==> config.mk <==
export PLATFORM = sky130hd
export DESIGN_NAME = dtp_terminal_io
export DESIGN_NICKNAME = d
export VERILOG_FILES = /design/src/pkg/dtp_pkg.sv /design/src/dtp_sync2.sv /design/src/dtp_out_chain.sv /design/src/dtp_terminal_io.sv
export VERILOG_INCLUDE_DIRS = /design/src /design/src/pkg
export SDC_FILE = /design/constraint.sdc
export NUM_CORES = 2
export LEC_CHECK = 0
export BUFFER_PORTS_ARGS = -buffer_cell sky130_fd_sc_hd__buf_2
export CAP_MARGIN = 20
export CORE_MARGIN = 3
export CORE_UTILIZATION = 54
export DETAILED_ROUTE_END_ITERATION = 10
export PLACE_DENSITY = 0.77
export SYNTH_ARGS = -nofsm -noshare
export SYNTH_HDL_FRONTEND = slang
export SYNTH_SLANG_ARGS = --single-unit
==> constraint.sdc <==
create_clock -name pclk -period 3.2 [get_ports pclk]
set_clock_uncertainty 0.05 [all_clocks]
set_input_delay 0.64 -clock pclk [delete_from_list [all_inputs] [get_ports pclk]]
set_output_delay 0.64 -clock pclk [all_outputs]
set_load 0.05 [all_outputs]
==> src/pkg/dtp_map.svh <==
// register indices, reset values and timing counts of the terminal block
`ifndef DTP_MAP_SVH
`define DTP_MAP_SVH

// register index = paddr[11:2]
`define DTP_IDX_DRIVE0   10'h10f
`define DTP_IDX_BD_LAST  10'h126
`define DTP_BD_STRIDE    10'h006
`define DTP_IDX_DIP_HI0  10'h136
`define DTP_IDX_RUN_LO   10'h13f
`define DTP_IDX_RES0     10'h2ad
`define DTP_IDX_RES_LAST 10'h2b0
`define DTP_IDX_SRC0     10'h300
`define DTP_IDX_SRC_LAST 10'h303
`define DTP_IDX_DST0     10'h308
`define DTP_IDX_DST_LAST 10'h310
`define DTP_IDX_STAT     10'h318

// field numbers inside one bidirectional group
`define DTP_F_DRIVE      3'h0
`define DTP_F_RECT       3'h1
`define DTP_F_THR        3'h2
`define DTP_F_INV        3'h3
`define DTP_F_HI         3'h4
`define DTP_F_LO         3'h5

// reset values
`define DTP_LINK_OFF     10'h190
`define DTP_RUN_DST      10'h134
`define DTP_BD_DST0      10'h074
`define DTP_BD_DST1      10'h02a
`define DTP_BD_DST2      10'h021
`define DTP_BD_DST3      10'h058
`define DTP_HI_RST       16'sh0001
`define DTP_LO_RST       16'sh0000
`define DTP_THR_RST      16'sh0000
`define DTP_VAL_MAX      32'sh0000_7530

// processing scan length in pclk cycles
`define DTP_SCAN_CYCLES  10

`endif

==> src/pkg/dtp_pkg.sv <==
// types shared by the terminal processing block
package dtp_pkg;
  typedef logic signed [15:0] dtp_val_t;
  typedef logic [9:0]         dtp_link_t;
  typedef struct packed
  {
    dtp_link_t link;
    dtp_val_t  value;
    logic      logic_hi;
  } dtp_sel_t;
endpackage

==> src/dtp_sync2.sv <==
// two-flop synchroniser for terminal levels
`timescale 1ns/1ps
module dtp_sync2
#(
  parameter int W = 1
)
(
  input  wire logic         pclk,
  input  wire logic         presetn,
  input  wire logic [W-1:0] d,
  output logic      [W-1:0] q
);
  logic [W-1:0] meta_reg;

  always_ff @(posedge pclk or negedge presetn)
  begin
    if (!presetn)
    begin
      meta_reg <= '0;
      q        <= '0;
    end
    else
    begin
      meta_reg <= d;
      q        <= meta_reg;
    end
  end
endmodule

==> src/dtp_out_chain.sv <==
// output chain: rectify, strict compare, invert
`timescale 1ns/1ps
module dtp_out_chain
(
  input  wire dtp_pkg::dtp_val_t operand,
  input  wire dtp_pkg::dtp_val_t threshold,
  input  wire logic              rectify,
  input  wire logic              invert,
  output logic                   result
);
  import dtp_pkg::*;

  dtp_val_t mag;
  logic     above;

  assign mag    = (rectify && operand < 0) ? -operand : operand; // RULE_03
  assign above  = mag > threshold;                                // RULE_04
  assign result = above ^ invert;                                 // RULE_06
endmodule

==> src/dtp_terminal_io.sv <==
// digital terminal processing with apb register access
//
// How it works
// RULE_01: four bidirectional terminals, independent chains
// RULE_02: source link 000..720, reset 400; writes are not limited, any 10-bit value up to 1023 is stored
// RULE_03: optional magnitude before compare
// RULE_04: high only when strictly above threshold
// RULE_05: logic sources use zero threshold
// RULE_06: selectable inversion, then drive switch
// RULE_07: result kept internally regardless of drive
// RULE_08: drive disabled at reset, never driven
// RULE_09: driven when enabled, level still sampled
// RULE_10: low output released, wired-or possible
// RULE_11: drive select changed only when stopped; the block accepts drive select writes at any time
// RULE_12: level selects high or low value
// RULE_13: zero is low, nonzero is high
// RULE_14: inversion by high zero, low one
// RULE_15: input-only defaults one, zero, unconnected
// RULE_16: input-only levels at 310 upward paired
// RULE_17: run selector at 318 and 319
// RULE_18: repurposed run keeps run hold high
// RULE_19: drive selects at 271 277 283 289
// RULE_20: thresholds from 273, one per terminal
// RULE_21: linear values clamped to thirty thousand
// RULE_22: bidirectional low levels at 276 onward
// RULE_23: everything evaluated once per scan
`timescale 1ns/1ps
`include "dtp_map.svh"
module dtp_terminal_io
#(
  parameter int SCAN_CYCLES = `DTP_SCAN_CYCLES
)
(
  input  wire logic                    pclk,
  input  wire logic                    presetn,
  input  wire logic                    psel,
  input  wire logic                    penable,
  input  wire logic                    pwrite,
  input  wire logic [11:0]             paddr,
  input  wire logic [31:0]             pwdata,
  output logic      [31:0]             prdata,
  output logic                         pready,
  output logic                         pslverr,
  input  wire logic [3:0]              bidir_terminal_in,
  output logic      [3:0]              bidir_terminal_out,
  output logic      [3:0]              bidir_terminal_oe,
  input  wire logic [3:0]              input_only_terminal_in,
  input  wire logic                    run_terminal_in,
  input  wire dtp_pkg::dtp_val_t [3:0] src_value,
  output dtp_pkg::dtp_link_t     [3:0] source_link,
  output logic      [3:0]              out_result,
  output dtp_pkg::dtp_sel_t      [8:0] destination_link
);
  import dtp_pkg::*;

  if (SCAN_CYCLES < 2 || SCAN_CYCLES > 65535)
  begin : g_bad_scan
    $error("SCAN_CYCLES out of range");
  end

  // ----------------------------------------------------------------
  // helpers
  // ----------------------------------------------------------------
  function automatic dtp_val_t sat_val(input logic [31:0] d);
    if ($signed(d) > `DTP_VAL_MAX)
      return dtp_val_t'(`DTP_VAL_MAX);
    else if ($signed(d) < -`DTP_VAL_MAX)
      return dtp_val_t'(-`DTP_VAL_MAX);
    else
      return d[15:0];
  endfunction

  function automatic logic [31:0] sext(input dtp_val_t v);
    return {{16{v[15]}}, v};
  endfunction

  function automatic dtp_link_t dst_rst(input int i);
    case (i)
      0: return `DTP_BD_DST0;
      1: return `DTP_BD_DST1;
      2: return `DTP_BD_DST2;
      3: return `DTP_BD_DST3;
      8: return `DTP_RUN_DST;
      default: return `DTP_LINK_OFF;
    endcase
  endfunction

  // ----------------------------------------------------------------
  // state
  // ----------------------------------------------------------------
  logic [3:0]      drive_reg;
  logic [3:0]      rect_reg;
  logic [3:0]      inv_reg;
  dtp_val_t  [3:0] thr_reg;
  dtp_link_t [3:0] src_link_reg;
  dtp_val_t  [8:0] hi_reg;
  dtp_val_t  [8:0] lo_reg;
  dtp_link_t [8:0] dst_reg;
  logic [3:0]      result_reg;
  logic [8:0]      lvl_reg;
  dtp_sel_t  [8:0] sel_reg;
  logic [3:0]      term_out_reg;
  logic [3:0]      term_oe_reg;
  logic [15:0]     scan_cnt_reg;
  logic [31:0]     prdata_reg;
  logic            pready_reg;
  logic            pslverr_reg;

  // ----------------------------------------------------------------
  // pin sampling and scan tick
  // ----------------------------------------------------------------
  logic [8:0] pins_sync;
  logic       tick;
  logic [3:0] res_w;

  dtp_sync2 #(.W(9)) u_sync
  (
    .pclk    (pclk),
    .presetn (presetn),
    .d       ({run_terminal_in, input_only_terminal_in,
               bidir_terminal_in}),
    .q       (pins_sync)
  );

  assign tick = scan_cnt_reg == 16'h0000;

  for (genvar k = 0; k < 4; k++) // RULE_01
  begin : g_chain
    dtp_out_chain u_chain
    (
      .operand   (src_value[k]),
      .threshold (thr_reg[k]),
      .rectify   (rect_reg[k]),
      .invert    (inv_reg[k]),
      .result    (res_w[k])
    );
  end

  // ----------------------------------------------------------------
  // address decode
  // ----------------------------------------------------------------
  logic [9:0] idx;
  logic [9:0] bd_off;
  logic [1:0] bd_k;
  logic [2:0] bd_f;
  logic [3:0] dip_s;
  logic       bd_hit;
  logic       dip_hit;
  logic       res_hit;
  logic       src_hit;
  logic       dst_hit;
  logic       stat_hit;
  logic       any_hit;
  logic [1:0] src_i;
  logic [3:0] dst_i;
  logic [1:0] res_i;
  logic       wr_en;
  logic       setup;

  assign idx      = paddr[11:2];
  assign bd_off   = idx - `DTP_IDX_DRIVE0;
  assign bd_k     = 2'(bd_off / `DTP_BD_STRIDE);
  assign bd_f     = 3'(bd_off % `DTP_BD_STRIDE);
  assign dip_s    = 4'(4'd4 + 4'((idx - `DTP_IDX_DIP_HI0) >> 1));
  assign bd_hit   = idx >= `DTP_IDX_DRIVE0 && idx <= `DTP_IDX_BD_LAST;
  assign dip_hit  = idx >= `DTP_IDX_DIP_HI0 && idx <= `DTP_IDX_RUN_LO;
  assign res_hit  = idx >= `DTP_IDX_RES0 && idx <= `DTP_IDX_RES_LAST;
  assign src_hit  = idx >= `DTP_IDX_SRC0 && idx <= `DTP_IDX_SRC_LAST;
  assign dst_hit  = idx >= `DTP_IDX_DST0 && idx <= `DTP_IDX_DST_LAST;
  assign stat_hit = idx == `DTP_IDX_STAT;
  assign any_hit  = bd_hit | dip_hit | res_hit | src_hit | dst_hit
                  | stat_hit;
  assign src_i    = 2'(idx - `DTP_IDX_SRC0);
  assign dst_i    = 4'(idx - `DTP_IDX_DST0);
  assign res_i    = 2'(idx - `DTP_IDX_RES0);
  assign setup    = psel & ~penable;
  // writes land on the single access edge; pready is high there
  assign wr_en    = psel & penable & pready_reg & pwrite & any_hit;

  // ----------------------------------------------------------------
  // read mux
  // ----------------------------------------------------------------
  logic [31:0] rdata;

  always_comb
  begin
    rdata = '0;
    if (bd_hit)
    begin
      unique case (bd_f)
        `DTP_F_DRIVE: rdata = {31'h0, drive_reg[bd_k]};
        `DTP_F_RECT:  rdata = {31'h0, rect_reg[bd_k]};
        `DTP_F_THR:   rdata = sext(thr_reg[bd_k]);
        `DTP_F_INV:   rdata = {31'h0, inv_reg[bd_k]};
        `DTP_F_HI:    rdata = sext(hi_reg[bd_k]);
        `DTP_F_LO:    rdata = sext(lo_reg[bd_k]);
        default:      rdata = '0;
      endcase
    end
    else if (dip_hit)
      rdata = idx[0] ? sext(lo_reg[dip_s]) : sext(hi_reg[dip_s]);
    else if (res_hit)
      rdata = {31'h0, result_reg[res_i]}; // RULE_07
    else if (src_hit)
      rdata = {22'h0, src_link_reg[src_i]};
    else if (dst_hit)
      rdata = {22'h0, dst_reg[dst_i]};
    else if (stat_hit)
      rdata = {15'h0, term_oe_reg, result_reg, lvl_reg};
  end

  // ----------------------------------------------------------------
  // apb answer: zero wait states, error on unmapped index
  // ----------------------------------------------------------------
  always_ff @(posedge pclk or negedge presetn)
  begin
    if (!presetn)
    begin
      prdata_reg  <= '0;
      pready_reg  <= 1'b0;
      pslverr_reg <= 1'b0;
    end
    else
    begin
      pready_reg  <= setup;
      pslverr_reg <= setup & ~any_hit;
      if (setup)
        prdata_reg <= any_hit ? rdata : '0;
    end
  end

  // ----------------------------------------------------------------
  // configuration registers
  // ----------------------------------------------------------------
  always_ff @(posedge pclk or negedge presetn)
  begin
    if (!presetn)
    begin
      drive_reg <= '0;                           // RULE_08
      rect_reg  <= '0;
      inv_reg   <= '0;
      for (int k = 0; k < 4; k++)
      begin
        thr_reg[k]      <= `DTP_THR_RST;
        src_link_reg[k] <= `DTP_LINK_OFF;        // RULE_02
      end
      for (int i = 0; i < 9; i++)
      begin
        hi_reg[i]  <= `DTP_HI_RST;               // RULE_15
        lo_reg[i]  <= `DTP_LO_RST;               // RULE_22
        dst_reg[i] <= dst_rst(i);
      end
    end
    else if (wr_en)
    begin
      if (bd_hit)
      begin
        unique case (bd_f)
          `DTP_F_DRIVE: drive_reg[bd_k] <= pwdata[0]; // RULE_19
          `DTP_F_RECT:  rect_reg[bd_k]  <= pwdata[0];
          `DTP_F_THR:   thr_reg[bd_k]   <= sat_val(pwdata); // RULE_20
          `DTP_F_INV:   inv_reg[bd_k]   <= pwdata[0];
          `DTP_F_HI:    hi_reg[bd_k]    <= sat_val(pwdata);
          `DTP_F_LO:    lo_reg[bd_k]    <= sat_val(pwdata); // RULE_21
          default:      ;
        endcase
      end
      else if (dip_hit)
      begin
        if (idx[0])
          lo_reg[dip_s] <= sat_val(pwdata);      // RULE_16
        else
          hi_reg[dip_s] <= sat_val(pwdata);      // RULE_17
      end
      else if (src_hit)
        src_link_reg[src_i] <= pwdata[9:0];
      else if (dst_hit)
        dst_reg[dst_i] <= pwdata[9:0];
    end
  end

  // ----------------------------------------------------------------
  // scan processing
  // ----------------------------------------------------------------
  always_ff @(posedge pclk or negedge presetn)
  begin
    if (!presetn)
    begin
      scan_cnt_reg <= '0;
      result_reg   <= '0;
      lvl_reg      <= '0;
      term_out_reg <= '0;
      term_oe_reg  <= '0;
      sel_reg      <= '0;
    end
    else
    begin
      scan_cnt_reg <= tick ? 16'(SCAN_CYCLES - 1) : scan_cnt_reg - 16'h0001;
      if (tick)                                  // RULE_23
      begin
        result_reg   <= res_w;                   // RULE_07
        lvl_reg      <= pins_sync;               // RULE_09
        term_out_reg <= res_w;
        // only a high result is driven; low leaves the line free
        term_oe_reg  <= drive_reg & res_w;       // RULE_10
        for (int i = 0; i < 9; i++)
        begin
          sel_reg[i].link     <= dst_reg[i];
          sel_reg[i].value    <= pins_sync[i] ? hi_reg[i] : lo_reg[i];
          sel_reg[i].logic_hi <= pins_sync[i] ? hi_reg[i] != 0
                                              : lo_reg[i] != 0; // RULE_13
        end
      end
    end
  end

  assign prdata             = prdata_reg;
  assign pready             = pready_reg;
  assign pslverr            = pslverr_reg;
  assign bidir_terminal_out = term_out_reg;
  assign bidir_terminal_oe  = term_oe_reg;
  assign out_result         = result_reg;
  assign source_link        = src_link_reg;
  assign destination_link   = sel_reg;
endmodule

After elaboration in Yosys (flattened, before gate mapping)
Cells that the tools add are included.
W data, S select, Z words.
{"block": "totals", "regBits": 822, "latch_bits": 0, "mem_bits_rw": 0, "romBits": 0, "input_bits": 122, "out_inout_bits": 329, "mem_count": 0}
{"block": "classes", "addsub": 11, "n_mul": 0, "div": 2, "n_lt_le_gt_ge": 30, "eq_ne": 9, "n_shift": 0, "mux": 103, "n_bitwise": 21, "reduce_logical": 44}
{"op": "$mux W144", "count": 8}
{"op": "$mux W16", "count": 41}
{"op": "$bwmux W144", "count": 4}
{"op": "$reduce_bool A32 Y1", "count": 18}
{"op": "$pmux W32 S6", "count": 1}
{"op": "$bmux W16 S4", "count": 2}
{"op": "$mux W32", "count": 4}
{"op": "$bmux W16 S2", "count": 3}
{"op": "$bwmux W90", "count": 1}
{"op": "$mux W17", "count": 4}
{"op": "$bwmux W64", "count": 1}
{"op": "$demux W16 S2", "count": 2}
{"op": "$demux W16 S4", "count": 1}
{"op": "$gt A16 B16 Y1", "count": 4}
{"op": "$lt A16 B1 Y1 const B", "count": 4}
{"op": "$neg A16 Y16", "count": 4}
{"op": "$bmux W10 S4", "count": 1}
{"op": "$bwmux W40", "count": 1}
{"op": "$demux W10 S4", "count": 1}
{"op": "$mux W10", "count": 4}
{"op": "$gt A32 B16 Y1 const B", "count": 1}
{"op": "$lt A32 B16 Y1 const B", "count": 1}
{"op": "$ge A10 B10 Y1 const B", "count": 3}
{"op": "$le A10 B10 Y1 const B", "count": 3}
{"op": "other kinds (38)", "count": 103}

Longest topological paths before layout
{"block": "logic_depth", "depth_word": 13, "depth_mapped": 19}

Cells and area by module
From an unflattened synthesis, not the netlist that was laid out.
{"block": "hier_totals", "cells_unflattened": 4065, "area_unflattened_um2": 41969.0}
{"module": "dtp_terminal_io", "instances": 1, "cells_each": 3591, "area_per_inst_um2": 38325.5, "seq_area_each_um2": 19830.3}
{"module": "dtp_out_chain", "instances": 4, "cells_each": 114, "area_per_inst_um2": 798.3, "seq_area_each_um2": 0.0}
{"module": "dtp_sync2", "instances": 1, "cells_each": 18, "area_per_inst_um2": 450.4, "seq_area_each_um2": 450.4}

Least setup slack after synthesis
OpenSTA, ideal clock, no wires.
{"block": "synth_path", "kind": "input -> register", "start": "in paddr[6]", "end": "reg hi_reg[11] (netlist bit)", "setup_time_ps": 125, "arrival_time_ps": 4657, "path_slack_ps": -1632, "path_stages": 18, "path_cell_list": "buf_2 -> or4_4 -> or3_1 -> buf_2 -> nand2_1 -> mux2_2 -> a221o_1 -> and3_1 -> a211oi_1 -> o21ai_0 -> mux2_2 -> buf_6 -> o31ai_4 -> buf_6 -> and2_4 -> buf_6 -> buf_12 -> mux2_4"}
{"block": "synth_between", "elab_chain_cells": 10, "elab_cells_between_ends": 48, "cone_classes": "3 x add/sub; 2 x div; 14 x order compare; 4 x eq/ne; 10 x mux; 6 x bitwise; 9 x reduce/logical"}
{"item": "start, declared", "line_no": "dtp_terminal_io.sv:39", "rtl": "input wire logic [11:0] paddr,"}
{"item": "parallel branches: the longest is 10 deep, another holds $sub A10 B9 Y10"}
{"item": "end signal, assigned by index", "line_no": "dtp_terminal_io.sv:249", "rtl": "hi_reg[i] <= `DTP_HI_RST;"}
{"item": "end signal, assigned by index", "line_no": "dtp_terminal_io.sv:263", "rtl": "`DTP_F_HI: hi_reg[bd_k] <= sat_val(pwdata);"}
{"item": "end signal, assigned by index", "line_no": "dtp_terminal_io.sv:273", "rtl": "hi_reg[dip_s] <= sat_val(pwdata);"}
{"item": "end, declared", "line_no": "dtp_terminal_io.sv:96", "rtl": "dtp_val_t [8:0] hi_reg;"}
Parallel ways; which one is timed is not known. The select of a mux whose other input is x is not followed.
A chain may end at the register's enable or synchronous reset.

Final worst setup path
{"block": "layout_path", "start": "in paddr[7]", "end": "reg prdata_reg[14] (netlist: prdata[14])"}
{"block": "layout_between", "elab_chain_cells": 8, "elab_cells_between_ends": 44, "cone_classes": "1 x add/sub; 2 x div; 10 x order compare; 6 x eq/ne; 14 x mux; 5 x bitwise; 6 x reduce/logical"}
{"item": "parallel branches: the longest is 7 deep, another holds $sub A10 B9 Y10"}
{"item": "$mux W32 (*)", "line_no": "dtp_terminal_io.sv:228", "rtl": "prdata_reg <= any_hit ? rdata : '0;"}
{"item": "end signal, assigned", "line_no": "dtp_terminal_io.sv:228"}
{"item": "end, declared", "line_no": "dtp_terminal_io.sv:105", "rtl": "logic [31:0] prdata_reg;"}
Mark *: on every way between the ends. The select of a mux whose other input is x is not followed.

==> impl_metrics.py <==
metrics = {
    "floorplan": {
        "fp.dieW_um": 284,
        "fp-row-count": 101,
        "fp.coreArea_mm2": 0.0763,
        "io-pin-count": 451,
        "die_area_mm2": 0.0808,
        "die_h_um": 284,
        "start_util": 0.548,
    },
    "finish": {
        "utilization": 0.714,
        "final_layout_size_suffix_gt1_frac": 0.361,
        "stdcell_area_mm2": 0.0545,
        "largest_register_ffs": 243,
        "fin_nets": 5073,
        "area_growth_pct": 30.3,
        "final_cells": 5972,
    },
    "synthesis": {
        "ys_ff_latch": 808,
        "synth_top_area_frac": 0.454,
        "ys_seq_area_frac": 0.485,
        "synth-edff-count": 0,
        "syn_inst": 4101,
        "syn-num-nets": 4306,
        "ys_warn_count": 0,
        "synth-main-ff-cell": "dfrtp_1",
        "synth.distinct_cells": 80,
        "synth_area_mm2": 0.0418,
        "yosys.area.top_type": "dfrtp_1",
        "synth-async-reset-ratio": 1.00,
        "netlist_top_cells_area": "dfrtp_1 45%, nand2_1 7.3%, mux2_2 5.9%",
        "syn_avg_cell_area_um2": 10.2,
    },
    "sta": {
        "rsz0062_at_grt": "yes",
        "fin_crit_sh": 1.29,
        "fin_ws_ps": -935,
        "setup_tns_ps": -173530,
        "fin_hold_ws_ps": 31.6,
        "tightest_slew_ps": 909,
        "final-hold-violation-count": 0,
        "max_clock_freq_ghz": 0.242,
        "setup_viol": 224,
        "slew_viol_final": 0,
        "min_period_ps": 4130,
        "slew-limit-headroom": 0.394,
    },
    "setup_path": {
        "reg2reg_depth": 16,
        "critical-path-top-delay-family": "simple AND/OR/NAND/NOR gates",
        "path_common_cell": "mux2_4",
        "cp.buffers_inverters": 4,
        "path_cells": "buf_6, or4_4, or3_4, nand2_4, mux2_4, a221o_1, buf_4, a21oi_1, nor3_2, or2_1, mux2_4, buf_12, clkbuf_16, nor4_1, a211oi_1, o31ai_1",
        "worstSetupPathType": "in2reg",
        "startpoint_type": "input pin",
        "worst-path-stages": 16,
        "cp.arrival_ps": 4650,
        "cpPeakStageDelay_ps": 570,
        "worstSetupEndpointType": "register",
        "critPathRequiredTime_ps": 3710,
        "slowest_stage": "or4_4",
        "crit_fanout": 10,
    },
    "route": {
        "drc_errors": 0,
        "drtIter0Drc": 4494,
        "vias_per_cell": 6.32,
        "wl_per_cell_um": 26.9,
        "vias": 37700,
        "wirelength_um": 161000,
        "dr.pass1.iters": 7,
        "antenna_left": 0,
    },
    "clocking": {
        "root_buffer": "clkbuf_16",
        "clock-sinks": 808,
        "clk_pin_slew_ps": 60,
        "clock_latency_ps": 680,
        "cts_htree_levels": 3,
        "cts_buffer_depth": 3,
        "numCtsBuffers": 84,
        "tritoncts": "built",
    },
    "power": {
        "vdd_drop_max_mv": 0.363,
        "seqPwrFrac": 0.408,
        "intPower_mw": 18.2,
        "combPwrFrac": 0.188,
        "p_total_mw": 25.3,
        "power.leakage_nw": 26.3,
        "p_sw_mw": 7.10,
        "p_per_area_mw_per_mm2": 464,
        "clockPowerShare": 0.404,
        "switching_share": 0.281,
    },
    "run_status": {
        "violations": "negative setup slack",
        "status": "finished, violations left",
    },
    "place": {
        "dpl.hpwl_um": 114000,
        "place_ws_ps": -1880,
        "dp_cells": 5715,
        "placed_area_mm2": 0.0485,
        "place.gp.congestion": 1.07,
        "port_buffers": 448,
    },
    "min_path": {
        "hold_depth": 1,
        "min_path_type": "in2reg",
    },
    "global_route": {
        "grt_max_degree": 162,
        "grt_pass1_wl_um": 233000,
        "gr-total-overflow": 0,
        "grt_pass1_vias": 37000,
        "grtUsageTotal": 0.381,
        "antenna_found_initial": 13,
    },
    "job": {
        "maxCapViolCount": 0,
    },
}
## power groups by stage
stage | registers (mW) | clock network, mW | logic (mW)
after floorplan | 10.5 | 0 | 1.64
after global placement | 10.5 | 0 | 3.18
after detailed placement | 10.5 | 0 | 3.21
after CTS | 10.3 | 10.2 | 3.90
after global routing | 10.3 | 10.7 | 4.91
final | 10.3 | 10.2 | 4.75
## layout by cell type, fill, tap and decap left out, drive strengths merged, types with 23 or more instances in the layout
master / count
nand3: 31
ha: 83
dfrtp: 759
dfstp: 49
xnor2: 33
a21oi: 123
nor2b: 78
clkbuf: 134
nand4: 52
nand2: 821
a21o: 30
o21ai: 425
mux2i: 190
nor3: 49
mux4: 96
buf: 983
nor4: 88
a211oi: 65
mux2: 242
o21a: 23
inv: 96
xor2: 47
nor2: 146
a221oi: 23
## Yosys cell counts (24+ instances only)
library cell and instances:
mux2_2 219, inv_1 91, clkbuf_1 235, o21ai_0 424, buf_1 28, a21o_1 30
a21oi_1 122, nor2_1 145, mux2i_1 190, nor3_1 49, buf_4 24, mux4_2 96
nor2b_1 78, nor4_1 88, xor2_1 47, dfstp_2 49, nand4_1 52, dfrtp_1 759
a211oi_1 63, nand3_1 31, xnor2_1 33, nand2_1 813, ha_1 83
## final timing paths
path                                       from  slack, ps               endpoint
max in group asynchronous               presetn       1500              prdata[1]
max                                    paddr[7]       -930             prdata[14]
min                        bidir_terminal_in[0]         30     u_sync.meta_reg[0]
min reg2reg                  u_sync.meta_reg[6]        300            u_sync.q[6]
min in group asynchronous               presetn        560            dst_reg[80]
max reg2reg                         rect_reg[0]       -340  bidir_terminal_out[0]
## per-layer routing
metal  routed length (µm)  global-route usage
met5                   70                   0
met3                17700              0.0926
met2                72300               0.589
met1                59600               0.493
met4                11300               0.218
## cell families after synthesis
logic type,share of synthesized area
AND/OR/NAND/NOR,0.143
AO/OA/AOI/OAI,0.124
flip-flops,0.485
multiplexers,0.164
buffers and inverters,0.0415
adder cells (fa/ha/maj),0.0248
XOR/XNOR,0.0168
## cell type report
| class | instances | area (µm²) |
|---|---|---|
| clock buffers | 124 | 2450 |
| diodes | 7 | 17.5 |
| clock inverters | 29 | 445 |
| inverters | 94 | 353 |
| multi-input cells | 2886 | 21700 |
| well taps | 1030 | 1290 |
| flip-flops and latches | 808 | 20300 |
| fillers | 5363 | 21800 |
| repair buffers | 994 | 7980 |
## what timing repair did
action	CTS	global route
resized for setup	231	268
hold buffers	1	0
setup endpoints to repair	238	305
pin swaps	46	90
cloned	13	13
hold endpoints to repair	31	0
buffers inserted	41	39
No activity file was read; power rests on OpenSTA's default activity.
